### src/pkg/scs_defines.svh
// Constants for the serial channel status block: register indices, field positions, reset values, command codes.
// Assumes nothing beyond a SystemVerilog compiler; included by its bare name.
`ifndef SCS_DEFINES_SVH
`define SCS_DEFINES_SVH

// ************************************************
// Register word indices (byte address is four times the index).
// ************************************************
`define SCS_IDX_LINE_STATUS 3'h0
`define SCS_IDX_RX_STATUS 3'h1
`define SCS_IDX_IRQ_ENABLE 3'h2
`define SCS_IDX_COMMAND 3'h3
`define SCS_IDX_MODE 3'h4
`define SCS_IDX_RX_DATA 3'h5
`define SCS_IDX_TX_DATA 3'h6
`define SCS_IDX_PENDING 3'h7

// ************************************************
// Enable register fields and reset value.
// ************************************************
`define SCS_IE_BREAK 7
`define SCS_IE_UNDERRUN 6
`define SCS_IE_CTS 5
`define SCS_IE_SYNC 4
`define SCS_IE_DCD 3
`define SCS_IE_ZERO 2
`define SCS_IE_RESET 8'hf8
`define SCS_IE_MASK 8'hfc

// ************************************************
// Mode register fields.
// ************************************************
`define SCS_MODE_LSB 0
`define SCS_MODE_MSB 2
`define SCS_MODE_CRYSTAL_OSCILLATOR_OPTION 3
`define SCS_MODE_TX_EN 4
`define SCS_MODE_RX_EN 5
`define SCS_MODE_PAR_EN 6
`define SCS_MODE_PAR_ODD 7
`define SCS_MODE_PAR_SPECIAL 8
`define SCS_MODE_WIDTH 9

// ************************************************
// Command codes written to the command register.
// ************************************************
`define SCS_CMD_RESET_EXT 3'h1
`define SCS_CMD_ERROR_RESET 3'h2
`define SCS_CMD_ENTER_HUNT 3'h3
`define SCS_CMD_RESET_UNDERRUN 3'h4
`define SCS_CMD_SEND_ABORT 3'h5
`define SCS_CMD_CHANNEL_RESET 3'h6

// ************************************************
// Misc constants.
// ************************************************
`define SCS_RESIDUE_NONE 3'h3
`define SCS_ABORT_ONES 3'h7
`define SCS_VECTOR_BIT 8

`endif

### src/pkg/scs_pkg.sv
// Types shared by the serial channel status block.
// Assumes the constants header is available on the include path.
package scs_pkg;

   typedef enum logic [2:0] {
      SCS_ASYNC = 3'b000,
      SCS_MONOSYNC = 3'b001,
      SCS_BISYNC = 3'b010,
      SCS_SDLC = 3'b011,
      SCS_EXTSYNC = 3'b100
   } scs_mode_type;

   typedef struct packed {
      logic [7:0] data;
      logic overrun;
      logic frame_crc;
      logic parity;
      logic eof;
      logic [2:0] residue;
   } scs_rx_entry_type;

endpackage : scs_pkg

### src/verilog/scs_channel.sv
// One serial channel's external/status enables, line status and special receive status, as an Avalon-MM slave.
// Assumes receiver, transmitter and baud generator strobes come from logic on core_clk; modem and sync pins are async.
//
// Implementation choices: the address map and the Avalon-MM interface to the registers.
`timescale 1ns/1ps
`include "scs_defines.svh"

module scs_channel #(
   parameter int FIFO_DEPTH = 3
) (
   input wire logic core_clk,
   input wire logic rstn,
   input wire logic [2:0] avs_address,
   input wire logic avs_read,
   input wire logic avs_write,
   input wire logic [31:0] avs_writedata,
   output logic [31:0] avs_readdata,
   output logic avs_waitrequest,
   input wire logic cts_n,
   input wire logic dcd_n,
   input wire logic sync_in,
   output logic sync_out,
   output logic sync_oe_n,
   input wire logic rx_bit_strobe,
   input wire logic rx_bit,
   input wire logic rx_char_strobe,
   input wire logic [7:0] rx_char,
   input wire logic rx_parity_bit,
   input wire logic rx_framing_error,
   input wire logic rx_crc_error,
   input wire logic rx_end_of_frame,
   input wire logic [3:0] rx_last_bits,
   input wire logic rx_break_end,
   input wire logic rx_sync_detect,
   output logic rx_half_bit_extend,
   input wire logic tx_underrun,
   input wire logic tx_crc_sending,
   input wire logic tx_data_take,
   output logic [7:0] tx_data,
   output logic tx_data_valid,
   input wire logic baud_zero,
   output logic ext_status_int,
   output logic rx_special_condition
);

   // ************************************************
   // State.
   // ************************************************
   typedef struct packed {
      logic ack;
      logic wreq;
      logic [31:0] rdata;
      logic [7:0] ie;
      logic [`SCS_MODE_WIDTH-1:0] mode;
      logic [7:0] tx_buf;
      logic tx_full;
      logic brk;
      logic [2:0] ones;
      logic underrun;
      logic hunt;
      logic l_cts;
      logic l_dcd;
      logic l_sync;
      logic pend;
      logic defer;
      logic zc;
      logic crc_fr;
      logic ovr;
      logic par;
      logic eof;
      logic [2:0] residue;
      logic spec;
      logic half_ext;
      logic sync_release;
      logic sync_level;
   } scs_state_type;

   scs_state_type st;
   scs_state_type next_st;

   logic cts_s;
   logic dcd_s;
   logic sync_s;
   scs_pkg::scs_rx_entry_type fifo_head;
   scs_pkg::scs_rx_entry_type push_entry;
   logic fifo_not_empty;
   logic fifo_push;
   logic fifo_pop;
   logic fifo_clear;

   scs_sync2 #(.RESET_VALUE(1'b1)) u_sync_cts (
      .core_clk(core_clk),
      .rstn(rstn),
      .pin(cts_n),
      .level(cts_s)
   );

   scs_sync2 #(.RESET_VALUE(1'b1)) u_sync_dcd (
      .core_clk(core_clk),
      .rstn(rstn),
      .pin(dcd_n),
      .level(dcd_s)
   );

   scs_sync2 #(.RESET_VALUE(1'b1)) u_sync_sync (
      .core_clk(core_clk),
      .rstn(rstn),
      .pin(sync_in),
      .level(sync_s)
   );

   scs_rx_fifo #(.DEPTH(FIFO_DEPTH)) u_rx_fifo (
      .core_clk(core_clk),
      .rstn(rstn),
      .clear(fifo_clear),
      .push(fifo_push),
      .push_entry(push_entry),
      .pop(fifo_pop),
      .head(fifo_head),
      .not_empty(fifo_not_empty)
   );

   // ************************************************
   // Residue lookup.
   // ************************************************
   function automatic logic [2:0] residue_code(input logic [3:0] bits);
      case (bits)
         4'h3: residue_code = 3'h4;
         4'h4: residue_code = 3'h2;
         4'h5: residue_code = 3'h6;
         4'h6: residue_code = 3'h1;
         4'h7: residue_code = 3'h5;
         default: residue_code = `SCS_RESIDUE_NONE;
      endcase
   endfunction : residue_code

   // ************************************************
   // Next state.
   // ************************************************
   scs_pkg::scs_mode_type mode;
   logic is_async;
   logic is_sdlc;
   logic is_bisync;
   logic crystal_oscillator_option_async;
   logic do_wr;
   logic do_rd;
   logic [2:0] cmd;
   logic [31:0] rd_mux;
   logic cts_live;
   logic dcd_live;
   logic sync_live;
   logic [7:0] line_status;
   logic [7:0] rx_status;
   logic tbe;
   logic latched_change;
   logic event_now;
   logic parity_bad;
   logic spec_now;

   always_comb begin
      mode = scs_pkg::scs_mode_type'(st.mode[`SCS_MODE_MSB:`SCS_MODE_LSB]);
      is_async = (mode == scs_pkg::SCS_ASYNC);
      is_sdlc = (mode == scs_pkg::SCS_SDLC);
      is_bisync = (mode == scs_pkg::SCS_MONOSYNC) || (mode == scs_pkg::SCS_BISYNC);
      crystal_oscillator_option_async = is_async && st.mode[`SCS_MODE_CRYSTAL_OSCILLATOR_OPTION];
      do_wr = avs_write && st.ack;
      do_rd = avs_read && st.ack;
      cmd = (do_wr && avs_address == `SCS_IDX_COMMAND) ? avs_writedata[2:0] : 3'h0;

      // Live sources: modem pins are active low; sync/hunt source depends on mode.
      cts_live = ~cts_s;
      dcd_live = ~dcd_s;
      if (crystal_oscillator_option_async) begin
         sync_live = 1'b0;
      end else if (is_async || mode == scs_pkg::SCS_EXTSYNC) begin
         sync_live = ~sync_s;
      end else begin
         sync_live = st.hunt;
      end

      tbe = !st.tx_full && !(tx_crc_sending && !is_async);
      line_status[7] = st.brk;
      line_status[6] = st.underrun;
      line_status[5] = st.ie[`SCS_IE_CTS] ? st.l_cts : cts_live;
      line_status[4] = st.ie[`SCS_IE_SYNC] ? st.l_sync : sync_live;
      line_status[3] = st.ie[`SCS_IE_DCD] ? st.l_dcd : dcd_live;
      line_status[2] = tbe;
      line_status[1] = st.zc && st.ie[`SCS_IE_ZERO];
      line_status[0] = fifo_not_empty;
      rx_status = {st.eof, st.crc_fr, st.ovr, st.par, st.residue, 1'b0};
      spec_now = st.spec || (fifo_not_empty && (fifo_head.overrun ||
                 (fifo_head.parity && st.mode[`SCS_MODE_PAR_SPECIAL])));

      case (avs_address)
         `SCS_IDX_LINE_STATUS: rd_mux = {24'h0, line_status};
         `SCS_IDX_RX_STATUS: rd_mux = {24'h0, rx_status};
         `SCS_IDX_IRQ_ENABLE: rd_mux = {24'h0, st.ie};
         `SCS_IDX_MODE: rd_mux = {23'h0, st.mode};
         `SCS_IDX_RX_DATA: rd_mux = {23'h0, spec_now, fifo_head.data};
         `SCS_IDX_PENDING: rd_mux = {31'h0, st.pend};
         default: rd_mux = 32'h0;
      endcase

      next_st = st;

      // Avalon slave: one wait cycle, effects at the edge where waitrequest is low.
      next_st.ack = 1'b0;
      next_st.wreq = 1'b1;
      if ((avs_read || avs_write) && !st.ack) begin
         next_st.ack = 1'b1;
         next_st.wreq = 1'b0;
         next_st.rdata = avs_read ? rd_mux : 32'h0;
      end
      if (do_wr && avs_address == `SCS_IDX_IRQ_ENABLE) begin
         next_st.ie = avs_writedata[7:0] & `SCS_IE_MASK;
      end
      if (do_wr && avs_address == `SCS_IDX_MODE) begin
         next_st.mode = avs_writedata[`SCS_MODE_WIDTH-1:0];
      end

      // Transmit buffer.
      if (tx_data_take) begin
         next_st.tx_full = 1'b0;
      end
      if (do_wr && avs_address == `SCS_IDX_TX_DATA) begin
         next_st.tx_buf = avs_writedata[7:0];
         next_st.tx_full = 1'b1;
      end

      // Break and abort detection.
      next_st.half_ext = 1'b0;
      fifo_push = 1'b0;
      parity_bad = (^{rx_char, rx_parity_bit}) != st.mode[`SCS_MODE_PAR_ODD];
      push_entry.data = rx_char;
      push_entry.overrun = 1'b0;
      push_entry.frame_crc = is_async ? rx_framing_error : rx_crc_error;
      push_entry.parity = st.mode[`SCS_MODE_PAR_EN] && parity_bad;
      push_entry.eof = is_sdlc && rx_end_of_frame;
      push_entry.residue = is_sdlc ? residue_code(rx_last_bits) : `SCS_RESIDUE_NONE;
      if (is_async) begin
         if (rx_break_end) begin
            next_st.brk = 1'b0;
         end
         if (rx_char_strobe) begin
            next_st.half_ext = rx_framing_error;
            if (rx_char == 8'h00 && rx_framing_error && !st.brk) begin
               next_st.brk = 1'b1;
               fifo_push = 1'b1;
            end else if (!st.brk) begin
               fifo_push = 1'b1;
            end
         end
      end else begin
         fifo_push = rx_char_strobe;
         if (is_sdlc && rx_bit_strobe) begin
            if (!rx_bit) begin
               next_st.ones = 3'h0;
               next_st.brk = 1'b0;
            end else if (st.ones != `SCS_ABORT_ONES) begin
               next_st.ones = st.ones + 3'h1;
               next_st.brk = (st.ones + 3'h1) == `SCS_ABORT_ONES;
            end
         end
         if (!is_sdlc) begin
            next_st.brk = 1'b0;
            next_st.ones = 3'h0;
         end
      end

      // Hunt bit and sync pin direction.
      if (cmd == `SCS_CMD_ENTER_HUNT && !is_async) begin
         next_st.hunt = 1'b1;
      end
      if (is_sdlc && st.mode[`SCS_MODE_RX_EN] == 1'b0 && st.hunt == 1'b0) begin
         next_st.hunt = 1'b1;
      end
      if ((is_bisync || is_sdlc) && rx_sync_detect && st.mode[`SCS_MODE_RX_EN]) begin
         next_st.hunt = 1'b0;
      end
      next_st.sync_release = !is_bisync;
      next_st.sync_level = !(is_bisync && rx_sync_detect);

      // Underrun/end-of-message latch.
      if (cmd == `SCS_CMD_RESET_UNDERRUN) begin
         next_st.underrun = 1'b0;
      end
      if (tx_underrun || cmd == `SCS_CMD_SEND_ABORT ||
          (st.mode[`SCS_MODE_TX_EN] && do_wr && avs_address == `SCS_IDX_MODE &&
           !avs_writedata[`SCS_MODE_TX_EN])) begin
         next_st.underrun = 1'b1;
      end

      // External/status pending and latches.
      if (cmd == `SCS_CMD_RESET_EXT) begin
         next_st.pend = st.defer;
         next_st.defer = 1'b0;
         next_st.zc = 1'b0;
      end
      latched_change = (st.ie[`SCS_IE_CTS] && cts_live != st.l_cts) ||
                       (st.ie[`SCS_IE_DCD] && dcd_live != st.l_dcd) ||
                       (st.ie[`SCS_IE_SYNC] && sync_live != st.l_sync);
      if (!st.pend) begin
         next_st.l_cts = cts_live;
         next_st.l_dcd = dcd_live;
         next_st.l_sync = sync_live;
         if (latched_change) begin
            next_st.pend = 1'b1;
         end
      end
      if (baud_zero && st.ie[`SCS_IE_ZERO]) begin
         next_st.zc = 1'b1;
      end
      if (!st.ie[`SCS_IE_ZERO]) begin
         next_st.zc = 1'b0;
      end
      event_now = (st.ie[`SCS_IE_BREAK] && next_st.brk != st.brk) ||
                  (st.ie[`SCS_IE_UNDERRUN] && next_st.underrun && !st.underrun) ||
                  (st.ie[`SCS_IE_ZERO] && baud_zero);
      if (event_now) begin
         if (next_st.pend) begin
            next_st.defer = 1'b1;
         end else begin
            next_st.pend = 1'b1;
         end
      end

      // Special receive status on reading a character.
      fifo_pop = do_rd && avs_address == `SCS_IDX_RX_DATA && fifo_not_empty;
      if (cmd == `SCS_CMD_ERROR_RESET) begin
         next_st.ovr = 1'b0;
         next_st.par = 1'b0;
         next_st.crc_fr = 1'b0;
         next_st.eof = 1'b0;
         next_st.spec = 1'b0;
      end
      if (fifo_pop) begin
         next_st.crc_fr = fifo_head.frame_crc;
         next_st.ovr = next_st.ovr || fifo_head.overrun;
         next_st.par = next_st.par || fifo_head.parity;
         next_st.eof = fifo_head.eof;
         next_st.residue = fifo_head.residue;
         next_st.spec = next_st.spec || fifo_head.overrun ||
                        (fifo_head.parity && st.mode[`SCS_MODE_PAR_SPECIAL]);
      end
      if (!is_sdlc) begin
         next_st.eof = 1'b0;
      end
      if (is_async) begin
         next_st.residue = `SCS_RESIDUE_NONE;
      end

      // Channel reset.
      fifo_clear = (cmd == `SCS_CMD_CHANNEL_RESET);
      if (cmd == `SCS_CMD_CHANNEL_RESET) begin
         next_st.ie = `SCS_IE_RESET;
         next_st.underrun = 1'b1;
         next_st.tx_full = 1'b0;
         next_st.residue = `SCS_RESIDUE_NONE;
         next_st.hunt = 1'b1;
         next_st.brk = 1'b0;
         next_st.ones = 3'h0;
         next_st.zc = 1'b0;
         next_st.pend = 1'b0;
         next_st.defer = 1'b0;
         next_st.ovr = 1'b0;
         next_st.par = 1'b0;
         next_st.crc_fr = 1'b0;
         next_st.eof = 1'b0;
         next_st.spec = 1'b0;
      end
   end

   // ************************************************
   // Registers.
   // ************************************************
   always_ff @(posedge core_clk) begin
      if (!rstn) begin
         st <= '0;
         st.wreq <= 1'b1;
         st.ie <= `SCS_IE_RESET;
         st.underrun <= 1'b1;
         st.hunt <= 1'b1;
         st.residue <= `SCS_RESIDUE_NONE;
         st.sync_release <= 1'b1;
         st.sync_level <= 1'b1;
      end else begin
         st <= next_st;
      end
   end

   assign avs_readdata = st.rdata;
   assign avs_waitrequest = st.wreq;
   assign sync_out = st.sync_level;
   assign sync_oe_n = st.sync_release;
   assign rx_half_bit_extend = st.half_ext;
   assign tx_data = st.tx_buf;
   assign tx_data_valid = st.tx_full;
   assign ext_status_int = st.pend;
   assign rx_special_condition = st.spec;

endmodule : scs_channel

### src/verilog/scs_sync2.sv
// Two-flop synchroniser for one pin level.
// Assumes the pin is asynchronous to core_clk; rstn is synchronous, active low.
`timescale 1ns/1ps

module scs_sync2 #(
   parameter logic RESET_VALUE = 1'b1
) (
   input wire logic core_clk,
   input wire logic rstn,
   input wire logic pin,
   output logic level
);

   typedef struct packed {
      logic meta;
      logic stable;
   } scs_sync_state_type;

   scs_sync_state_type st;
   scs_sync_state_type next_st;

   always_comb begin
      next_st.meta = pin;
      next_st.stable = st.meta;
   end

   always_ff @(posedge core_clk) begin
      if (!rstn) begin
         st.meta <= RESET_VALUE;
         st.stable <= RESET_VALUE;
      end else begin
         st <= next_st;
      end
   end

   assign level = st.stable;

endmodule : scs_sync2

### src/verilog/scs_rx_fifo.sv
// Receive FIFO holding characters with their per-character error status.
// Assumes push and pop come from logic on core_clk; a push into a full FIFO overwrites the newest entry.
`timescale 1ns/1ps

module scs_rx_fifo #(
   parameter int DEPTH = 3
) (
   input wire logic core_clk,
   input wire logic rstn,
   input wire logic clear,
   input wire logic push,
   input wire scs_pkg::scs_rx_entry_type push_entry,
   input wire logic pop,
   output scs_pkg::scs_rx_entry_type head,
   output logic not_empty
);

   localparam int CW = $clog2(DEPTH + 1);
   localparam logic [CW-1:0] FULL = CW'(DEPTH);

   typedef struct packed {
      scs_pkg::scs_rx_entry_type [DEPTH-1:0] slot;
      logic [CW-1:0] count;
   } scs_fifo_state_type;

   scs_fifo_state_type st;
   scs_fifo_state_type next_st;

   always_comb begin
      next_st = st;
      if (pop && st.count != '0) begin
         for (int i = 0; i < DEPTH - 1; i++) begin
            next_st.slot[i] = st.slot[i + 1];
         end
         next_st.count = st.count - 1'b1;
      end
      if (push) begin
         if (next_st.count == FULL) begin
            // Only the new character that replaces the newest entry is marked as overrun.
            next_st.slot[DEPTH - 1] = push_entry;
            next_st.slot[DEPTH - 1].overrun = 1'b1;
         end else begin
            next_st.slot[next_st.count] = push_entry;
            next_st.count = next_st.count + 1'b1;
         end
      end
      if (clear) begin
         next_st.count = '0;
      end
   end

   always_ff @(posedge core_clk) begin
      if (!rstn) begin
         st <= '0;
      end else begin
         st <= next_st;
      end
   end

   assign head = st.slot[0];
   assign not_empty = (st.count != '0);

endmodule : scs_rx_fifo

### config.mk
export PLATFORM = sky130hd
export DESIGN_NAME = scs_channel
export DESIGN_NICKNAME = d
export VERILOG_FILES = /design/src/pkg/scs_pkg.sv /design/src/verilog/scs_channel.sv /design/src/verilog/scs_sync2.sv /design/src/verilog/scs_rx_fifo.sv
export VERILOG_INCLUDE_DIRS = /design/src /design/src/pkg
export SDC_FILE = /design/constraint.sdc
export NUM_CORES = 1
export LEC_CHECK = 0
export BUFFER_PORTS_ARGS = -buffer_cell sky130_fd_sc_hd__clkbuf_2
export CAP_MARGIN = 20
export CELL_PAD_IN_SITES_DETAIL_PLACEMENT = 1
export CELL_PAD_IN_SITES_GLOBAL_PLACEMENT = 1
export CORE_ASPECT_RATIO = 0.75
export CORE_UTILIZATION = 44
export CTS_CLUSTER_DIAMETER = 40
export DETAILED_ROUTE_END_ITERATION = 10
export PLACE_DENSITY_LB_ADDON = 0.1
export SETUP_SLACK_MARGIN = 0.1
export SYNTH_ARGS = -nofsm -noshare
export SYNTH_HDL_FRONTEND = slang
export SYNTH_SLANG_ARGS = --single-unit
### constraint.sdc
create_clock -name core_clk -period 6.04 [get_ports core_clk]
set_input_delay 0.604 -clock core_clk [delete_from_list [all_inputs] [get_ports core_clk]]
set_output_delay 0.604 -clock core_clk [all_outputs]
set_load 0.02 [all_outputs]
==> run metrics, run 1 <==
Max Fclk=0.357 GHz; Worst Hold Class=reg2reg; crit end category=flop; nets=slightly above 700; Worst Setup Start Kind=flop; Post-synth EDFFs=0; Hold Buf Count CTS=0; routability-driven placement congestion ratio=approximately 0.83; Post-Route WL=15800 um; total global routing overflow=0; CTS tree=done; clock sink count=111; placed cell area=~5600 um^2; Distinct cells, synth=between 60 and 70; number of port buffers=67; iteration-0 DRC count of the detailed router=approximately 250; worst setup path start=u_rx_fifo.st[0]; largest fanout on the critical path=28; Pre-Repair DR Iteration Count=4; Max VDD drop=0.000156 V; synthesized flop and latch total=~110; initial antenna violation count=0; Setup violations, final=0; Final Cell Area=between 5000 and 6000 um^2; layout cells sized above 1=16.8%; Routed Antenna Nets=0; Max Cap Viol=0; Worst slew margin=between 30% and 40%; die area=~13000 um^2; hold path start=u_sync_cts.next_st[0]; Post-CTS Resized=0; Final HPWL DP=11300 um; Antenna diodes=0; Syn Std Cell Area=~5500 um^2; ys flop type=dfxtp_1; sequential area share after synthesis=between 40% and 50%; WP data required=around 6.3 ns; area delta synth->final=8.73%; number of global-route vias before repair=around 4700; routed vias/inst=~5.6; Fin Setup TNS=0 ns; top cells by area, synth=dfxtp_1, mux2i_1, buf_4; Overall Global Routing Usage=between 20 and 30%; Pwr per Cell Area=~270 nW/um^2; leakage=2.33 nW; worst-margin pin slew=1.00 ns; DR WL/cell=19.3 um; post-layout power=1.61 mW; H-tree levels=3; status=complete, no violations; clock tree buffer depth=2; Mean Syn Cell Area=about 8.8 um^2; Initial Utilization=about 46%; Mapped Cells=around 630; min cycle time layout=between 2 and 3 ns; Post-CTS Setup Inserts=0; Rows=34; CP arrival=3.08 ns; clk_lat worst skew=~0.35 ns; Num CTS Buffers=9; largest net degree at the start of global routing=roughly 60; final worst path period share=between 40% and 50%; core area=roughly 12000 um^2; Synth Warn #=0; largest area contributor in the netlist=dfxtp_1; ys async rst share=0%; RSZ-0062 raised after global routing=false; Setup crit end=u_rx_fifo.head[5]; Die Y=98.6 um; Final Max Slew Viols=0; Final Hold Vio Count=0; reg2reg end=u_rx_fifo.head[5]; clock-pin slew on the worst setup and hold paths=about 0.07 ns; Setup CP Type=reg2reg; FF-to-FF Start=u_rx_fifo.st[0]; FF-to-FF path depth=7; drt drc=0; Synth top area share=roughly two fifths; first-pass GRT wire length=approximately 25000 um; Worst R2R Setup Slack=approximately 3.2 ns; Fin Clk Skew=around 0.0091 ns; die width=about 130 um; root buffer cell=clkbuf_16; io pins=114; Vias=roughly 4600
[placed cells by master (no fill, tap or decap), drive strengths merged, types with 4 or more instances in the layout]
master	count
ha	4
and2	5
xnor2	10
conb	23
nor2b	6
mux2i	37
nor2	84
a211oi	8
and3	4
nor3	10
a31oi	5
o21ai	18
a22oi	5
nand4	4
buf	7
nand3	14
o31ai	4
a21oi	15
o211ai	7
a311oi	25
mux2	8
dfxtp	111
nand2	84
a22o	5
nand2b	10
clkbuf	78
inv	11
[kinds of logic after synthesis]
group	count (synthesis)	synth area share (%)
AOI/OAI and AO/OA	114	16.0
xor gates and xnor gates	12	2.17
adders and majority gates	4	0.914
buffers and inverters	91	10.4
DFF	111	40.6
muxes	47	9.23
other	1	0.0685
and+or+nand+nor	245	20.7
[state kept, by name (all words and copies together) (netlist names)]
signal	count
u_sync_cts.next_st	1
rx_status	7
rx_special_condition	1
tx_data	8
u_rx_fifo.st	32
u_sync_dcd.next_st	1
line_status	2
st	22
u_sync_dcd.level	1
u_rx_fifo.head	15
mode	3
sync_oe_n	1
u_sync_sync.level	1
u_sync_sync.next_st	1
u_sync_cts.level	1
tx_data_valid	1
rx_half_bit_extend	1
sync_out	1
ext_status_int	1
avs_waitrequest	1
avs_readdata	9
[metal layers]
layer  GRT usage (%)  up-vias  routed length (um)
li1                -     2187                   -
met1            37.3     2267                7490
met5               0        -                   0
met3            4.78       16                1130
met4            5.39        0                 155
met2            39.3      140                7040
[worst max-delay path: stages, from the launching register on]
cell and delay (ns):
dfxtp_1 0.41, inv_1 0.10, ha_1 0.26, nand4b_1 0.31
o211ai_1 0.33, a21o_1 0.81, mux2_2 0.42, nor2_1 0.08
[how the worst min path moves through the flow]
stage | depth (start not counted) | end | slack [ns]
6_report | 1 | u_sync_cts.level | 0.41
4_1_cts | 1 | u_sync_cts.level | 0.42
2_1_floorplan | 1 | u_sync_cts.level | 0.39
3_3_place_gp | 1 | u_sync_sync.level | 0.39
3_5_place_dp | 1 | u_sync_cts.level | 0.40
5_1_grt | 1 | u_sync_cts.level | 0.44
[cell type report]
cell class                 count  area, um^2
fill                        1413        5920
multi-input combinational    445        2780
sequential                   111        2220
timing repair buffer          74         392
clock buffer                  11         243
tap                          162         203
clock inverter                 3        68.8
inverter                      12        45.0
[synthesized netlist by cell type (5+ instances only)]
cell type,count
a22oi_1,5
nand2b_1,9
inv_1,11
a311oi_2,5
a211oi_1,8
o211ai_1,7
mux2i_1,37
a21oi_1,15
buf_2,8
a311oi_1,20
a31oi_1,5
nand2_1,84
mux2_2,8
nor2b_1,6
xnor2_1,10
a22o_1,5
dfxtp_1,111
o21ai_0,16
nor2_1,84
clkbuf_1,20
nor3_1,10
buf_6,5
buf_4,43
and2_1,5
nand3_1,14
[through the flow]
| stage | std cells | worst slack (ns) | hold slack [ns] | util (%) |
|---|---|---|---|---|
| global placement | 803 | 3.16 | 0.389 | 47.4 |
| floorplan | 647 | 3.98 | 0.386 | - |
| finish | 818 | 3.24 | 0.412 | 50.1 |
| CTS | 817 | 3.26 | 0.418 | 50.1 |
| detailed placement | 803 | 3.03 | 0.400 | 47.4 |
| global route | 818 | 3.08 | 0.435 | 50.1 |
[report_power, final]
part	internal [mW]	total [mW]	switching [mW]
clock network	0.372	0.640	0.268
registers	0.759	0.780	0.0204
logic	0.0683	0.190	0.122
total	1.20	1.61	0.410
Power figures use the tool's default switching activity.
==> run 2, diff against run 1 <==
CORE_UTILIZATION = 41   (was 44)
clock period = 2.7 ns   (was 6.04 ns; I/O delays follow)
==> run 2 against run 1 <==
  * Via count fell by 0.35%
  * Combinational power rose by 130%
  * Wire length fell by 0.22%
  * Cell area rose by 2.6%
  * Register-to-register slack got worse by 2.9 ns
  * Count of clock-buffer cells in the layout fell by 2
  * Cell count rose by 3.2%
  * First-iteration DRC count rose by 1.2%
  * Sequential share of layout area fell by 0.94 points
  * Clock power rose by 130%
==> run metrics, run 2 (synthesis results as in run 1) <==
internal power=around 2.7 mW; WP data required=2.92 ns; clock-pin slew on the worst setup and hold paths=0.08 ns; min cycle time layout=2.35 ns; commonest non-fill, non-tap cell in the layout=dfxtp_1; leakage=2.41 nW; Die Y=slightly above 100 um; Rows=36; Fin Clk Skew=0.0117 ns; Worst slew margin=a little over half; CTS tree=done; reg2reg end=u_rx_fifo.st[45]; area delta synth->final=11.5%; DR WL/cell=18.7 um; clock sink count=about 110; Max Cap Viol=0; Max Fclk=0.425 GHz; Worst Setup Start Kind=flop; hold path start=cts_n; FF-to-FF Start=u_rx_fifo.st[0]; first-pass GRT wire length=~25000 um; Pwr per Cell Area=597 nW/um^2; Routed Antenna Nets=0; iteration-0 DRC count of the detailed router=approximately 260; worst-margin pin slew=0.716 ns; clock tree buffer depth=2; Pre-Repair DR Iteration Count=5; final worst path period share=around 87%; die area=around 14000 um^2; routability-driven placement congestion ratio=roughly 0.8; hold depth=2; CP arrival=2.57 ns; Max VDD drop=around 0.00040 V; root buffer cell=clkbuf_16; Final Max Slew Viols=0; largest fanout on the critical path=18; RSZ-0062 raised after global routing=false; Register Area=roughly 2200 um^2; Initial Utilization=a little over two fifths; combinational fraction of design power=between 10% and 20%; core area=between 10000 and 15000 um^2; Vias=around 4600; area of the multi-input gates=roughly 2800 um^2; H-tree levels=3; Final Hold Vio Count=0; Overall Global Routing Usage=about a quarter; routed vias/inst=between 5 and 6; total global routing overflow=0; Post-CTS Setup Inserts=0; Worst Hold Class=in2reg; Final HPWL DP=between 10000 and 15000 um; Hold Crit Endpoint=u_sync_cts.next_st[0]; max reg flops=32; number of port buffers=67; io pins=114; crit end category=flop; status=complete, no violations; Net Switching=0.959 mW; Net Sw Frac=26.3%; number of global-route vias before repair=between 4000 and 5000; most frequent cells in the layout=dfxtp_1, nand2_1, nor2_1; initial antenna violation count=0; Top reg by flops=u_rx_fifo.st; Fin Setup TNS=0 ns; placed cells=slightly above 800; Non-Filler Instances=around 840; clk_lat worst skew=between 0.3 and 0.4 ns; Post-Route WL=about 16000 um; Num CTS Buffers=9; nets=740; die width=~140 um; largest net degree at the start of global routing=a little over 60; sequential power share=between 40% and 50%; FF-to-FF path depth=8; Setup CP Type=reg2reg; Antenna diodes=0; layout cells sized above 1=19.2%; Setup violations, final=0; drt drc=0; fillcell total=1562; Worst R2R Setup Slack=around 0.35 ns; Clk pwr share=40.1%
run 2: changes by cell type in the layout (fill, tap and decap cells not counted), sizes merged:
cell / before / now
buf: 7 / 23
inv: 11 / 12
clkbuf: 78 / 76
clkinvlp: 0 / 2
run 2: repair_timing:
action | in CTS | in global routing
setup endpoints to repair | 0 | 8
gates resized for setup | 0 | 2
hold buffers | 0 | 0
run 2: how the worst max path moves through the flow:
stage / startpoint / to / slack (ns)
2_1_floorplan: u_rx_fifo.st[0] / u_rx_fifo.st[33] / 0.67
3_3_place_gp: u_rx_fifo.st[0] / u_rx_fifo.st[33] / 0.44
3_5_place_dp: u_rx_fifo.st[0] / u_rx_fifo.st[45] / 0.33
4_1_cts: u_rx_fifo.st[0] / u_rx_fifo.st[34] / 0.30
5_1_grt: mode[0] / st[12] / 0.14
6_report: u_rx_fifo.st[0] / u_rx_fifo.st[45] / 0.35
run 2: layer usage:
metal / vias up / wire (um) / GRT usage (%)
li1: 2219 / - / -
met1: 2239 / 7780 / 34.5
met2: 120 / 6970 / 36.9
met3: 16 / 867 / 4.17
met4: 0 / 157 / 4.84
met5: - / 0 / 0
run 2: area by class of cell:
class                      count  area share [%]
inverter                      12           0.738
clock inverter                 6            1.56
tap                          171            3.50
sequential                   111            36.4
multi-input combinational    445            45.5
timing repair buffer          90            8.59
clock buffer                   9            3.69
run 2: through the flow:
step	total power, mW	setup slack [ns]	area (um^2)	util [%]	hold WS [ns]
2_1_floorplan	2.10	0.667	5560	-	0.367
3_3_place_gp	2.20	0.445	5780	44.4	0.391
3_5_place_dp	2.22	0.325	5780	44.4	0.399
4_1_cts	3.67	0.296	6100	46.9	0.0918
5_1_grt	3.79	0.142	6110	46.9	0.0966
6_report	3.64	0.348	6110	46.9	0.101
run 2: power by group through the flow:
stage               clock [mW]  combinational, mW  sequential, mW
detailed placement           0              0.443            1.78
CTS                       1.49              0.445            1.74
floorplan                    0              0.327            1.77
global placement             0              0.429            1.78
finish                    1.46              0.445            1.74
global route              1.55              0.484            1.75
run 2: worst max-delay path: stages (launching register included):
cell      delay [ns]
dfxtp_1         0.41
inv_1           0.11
ha_1            0.26
nand4b_1        0.31
or3_1           0.42
a21oi_2         0.16
buf_6           0.26
mux2i_1         0.22
nor2_1          0.06
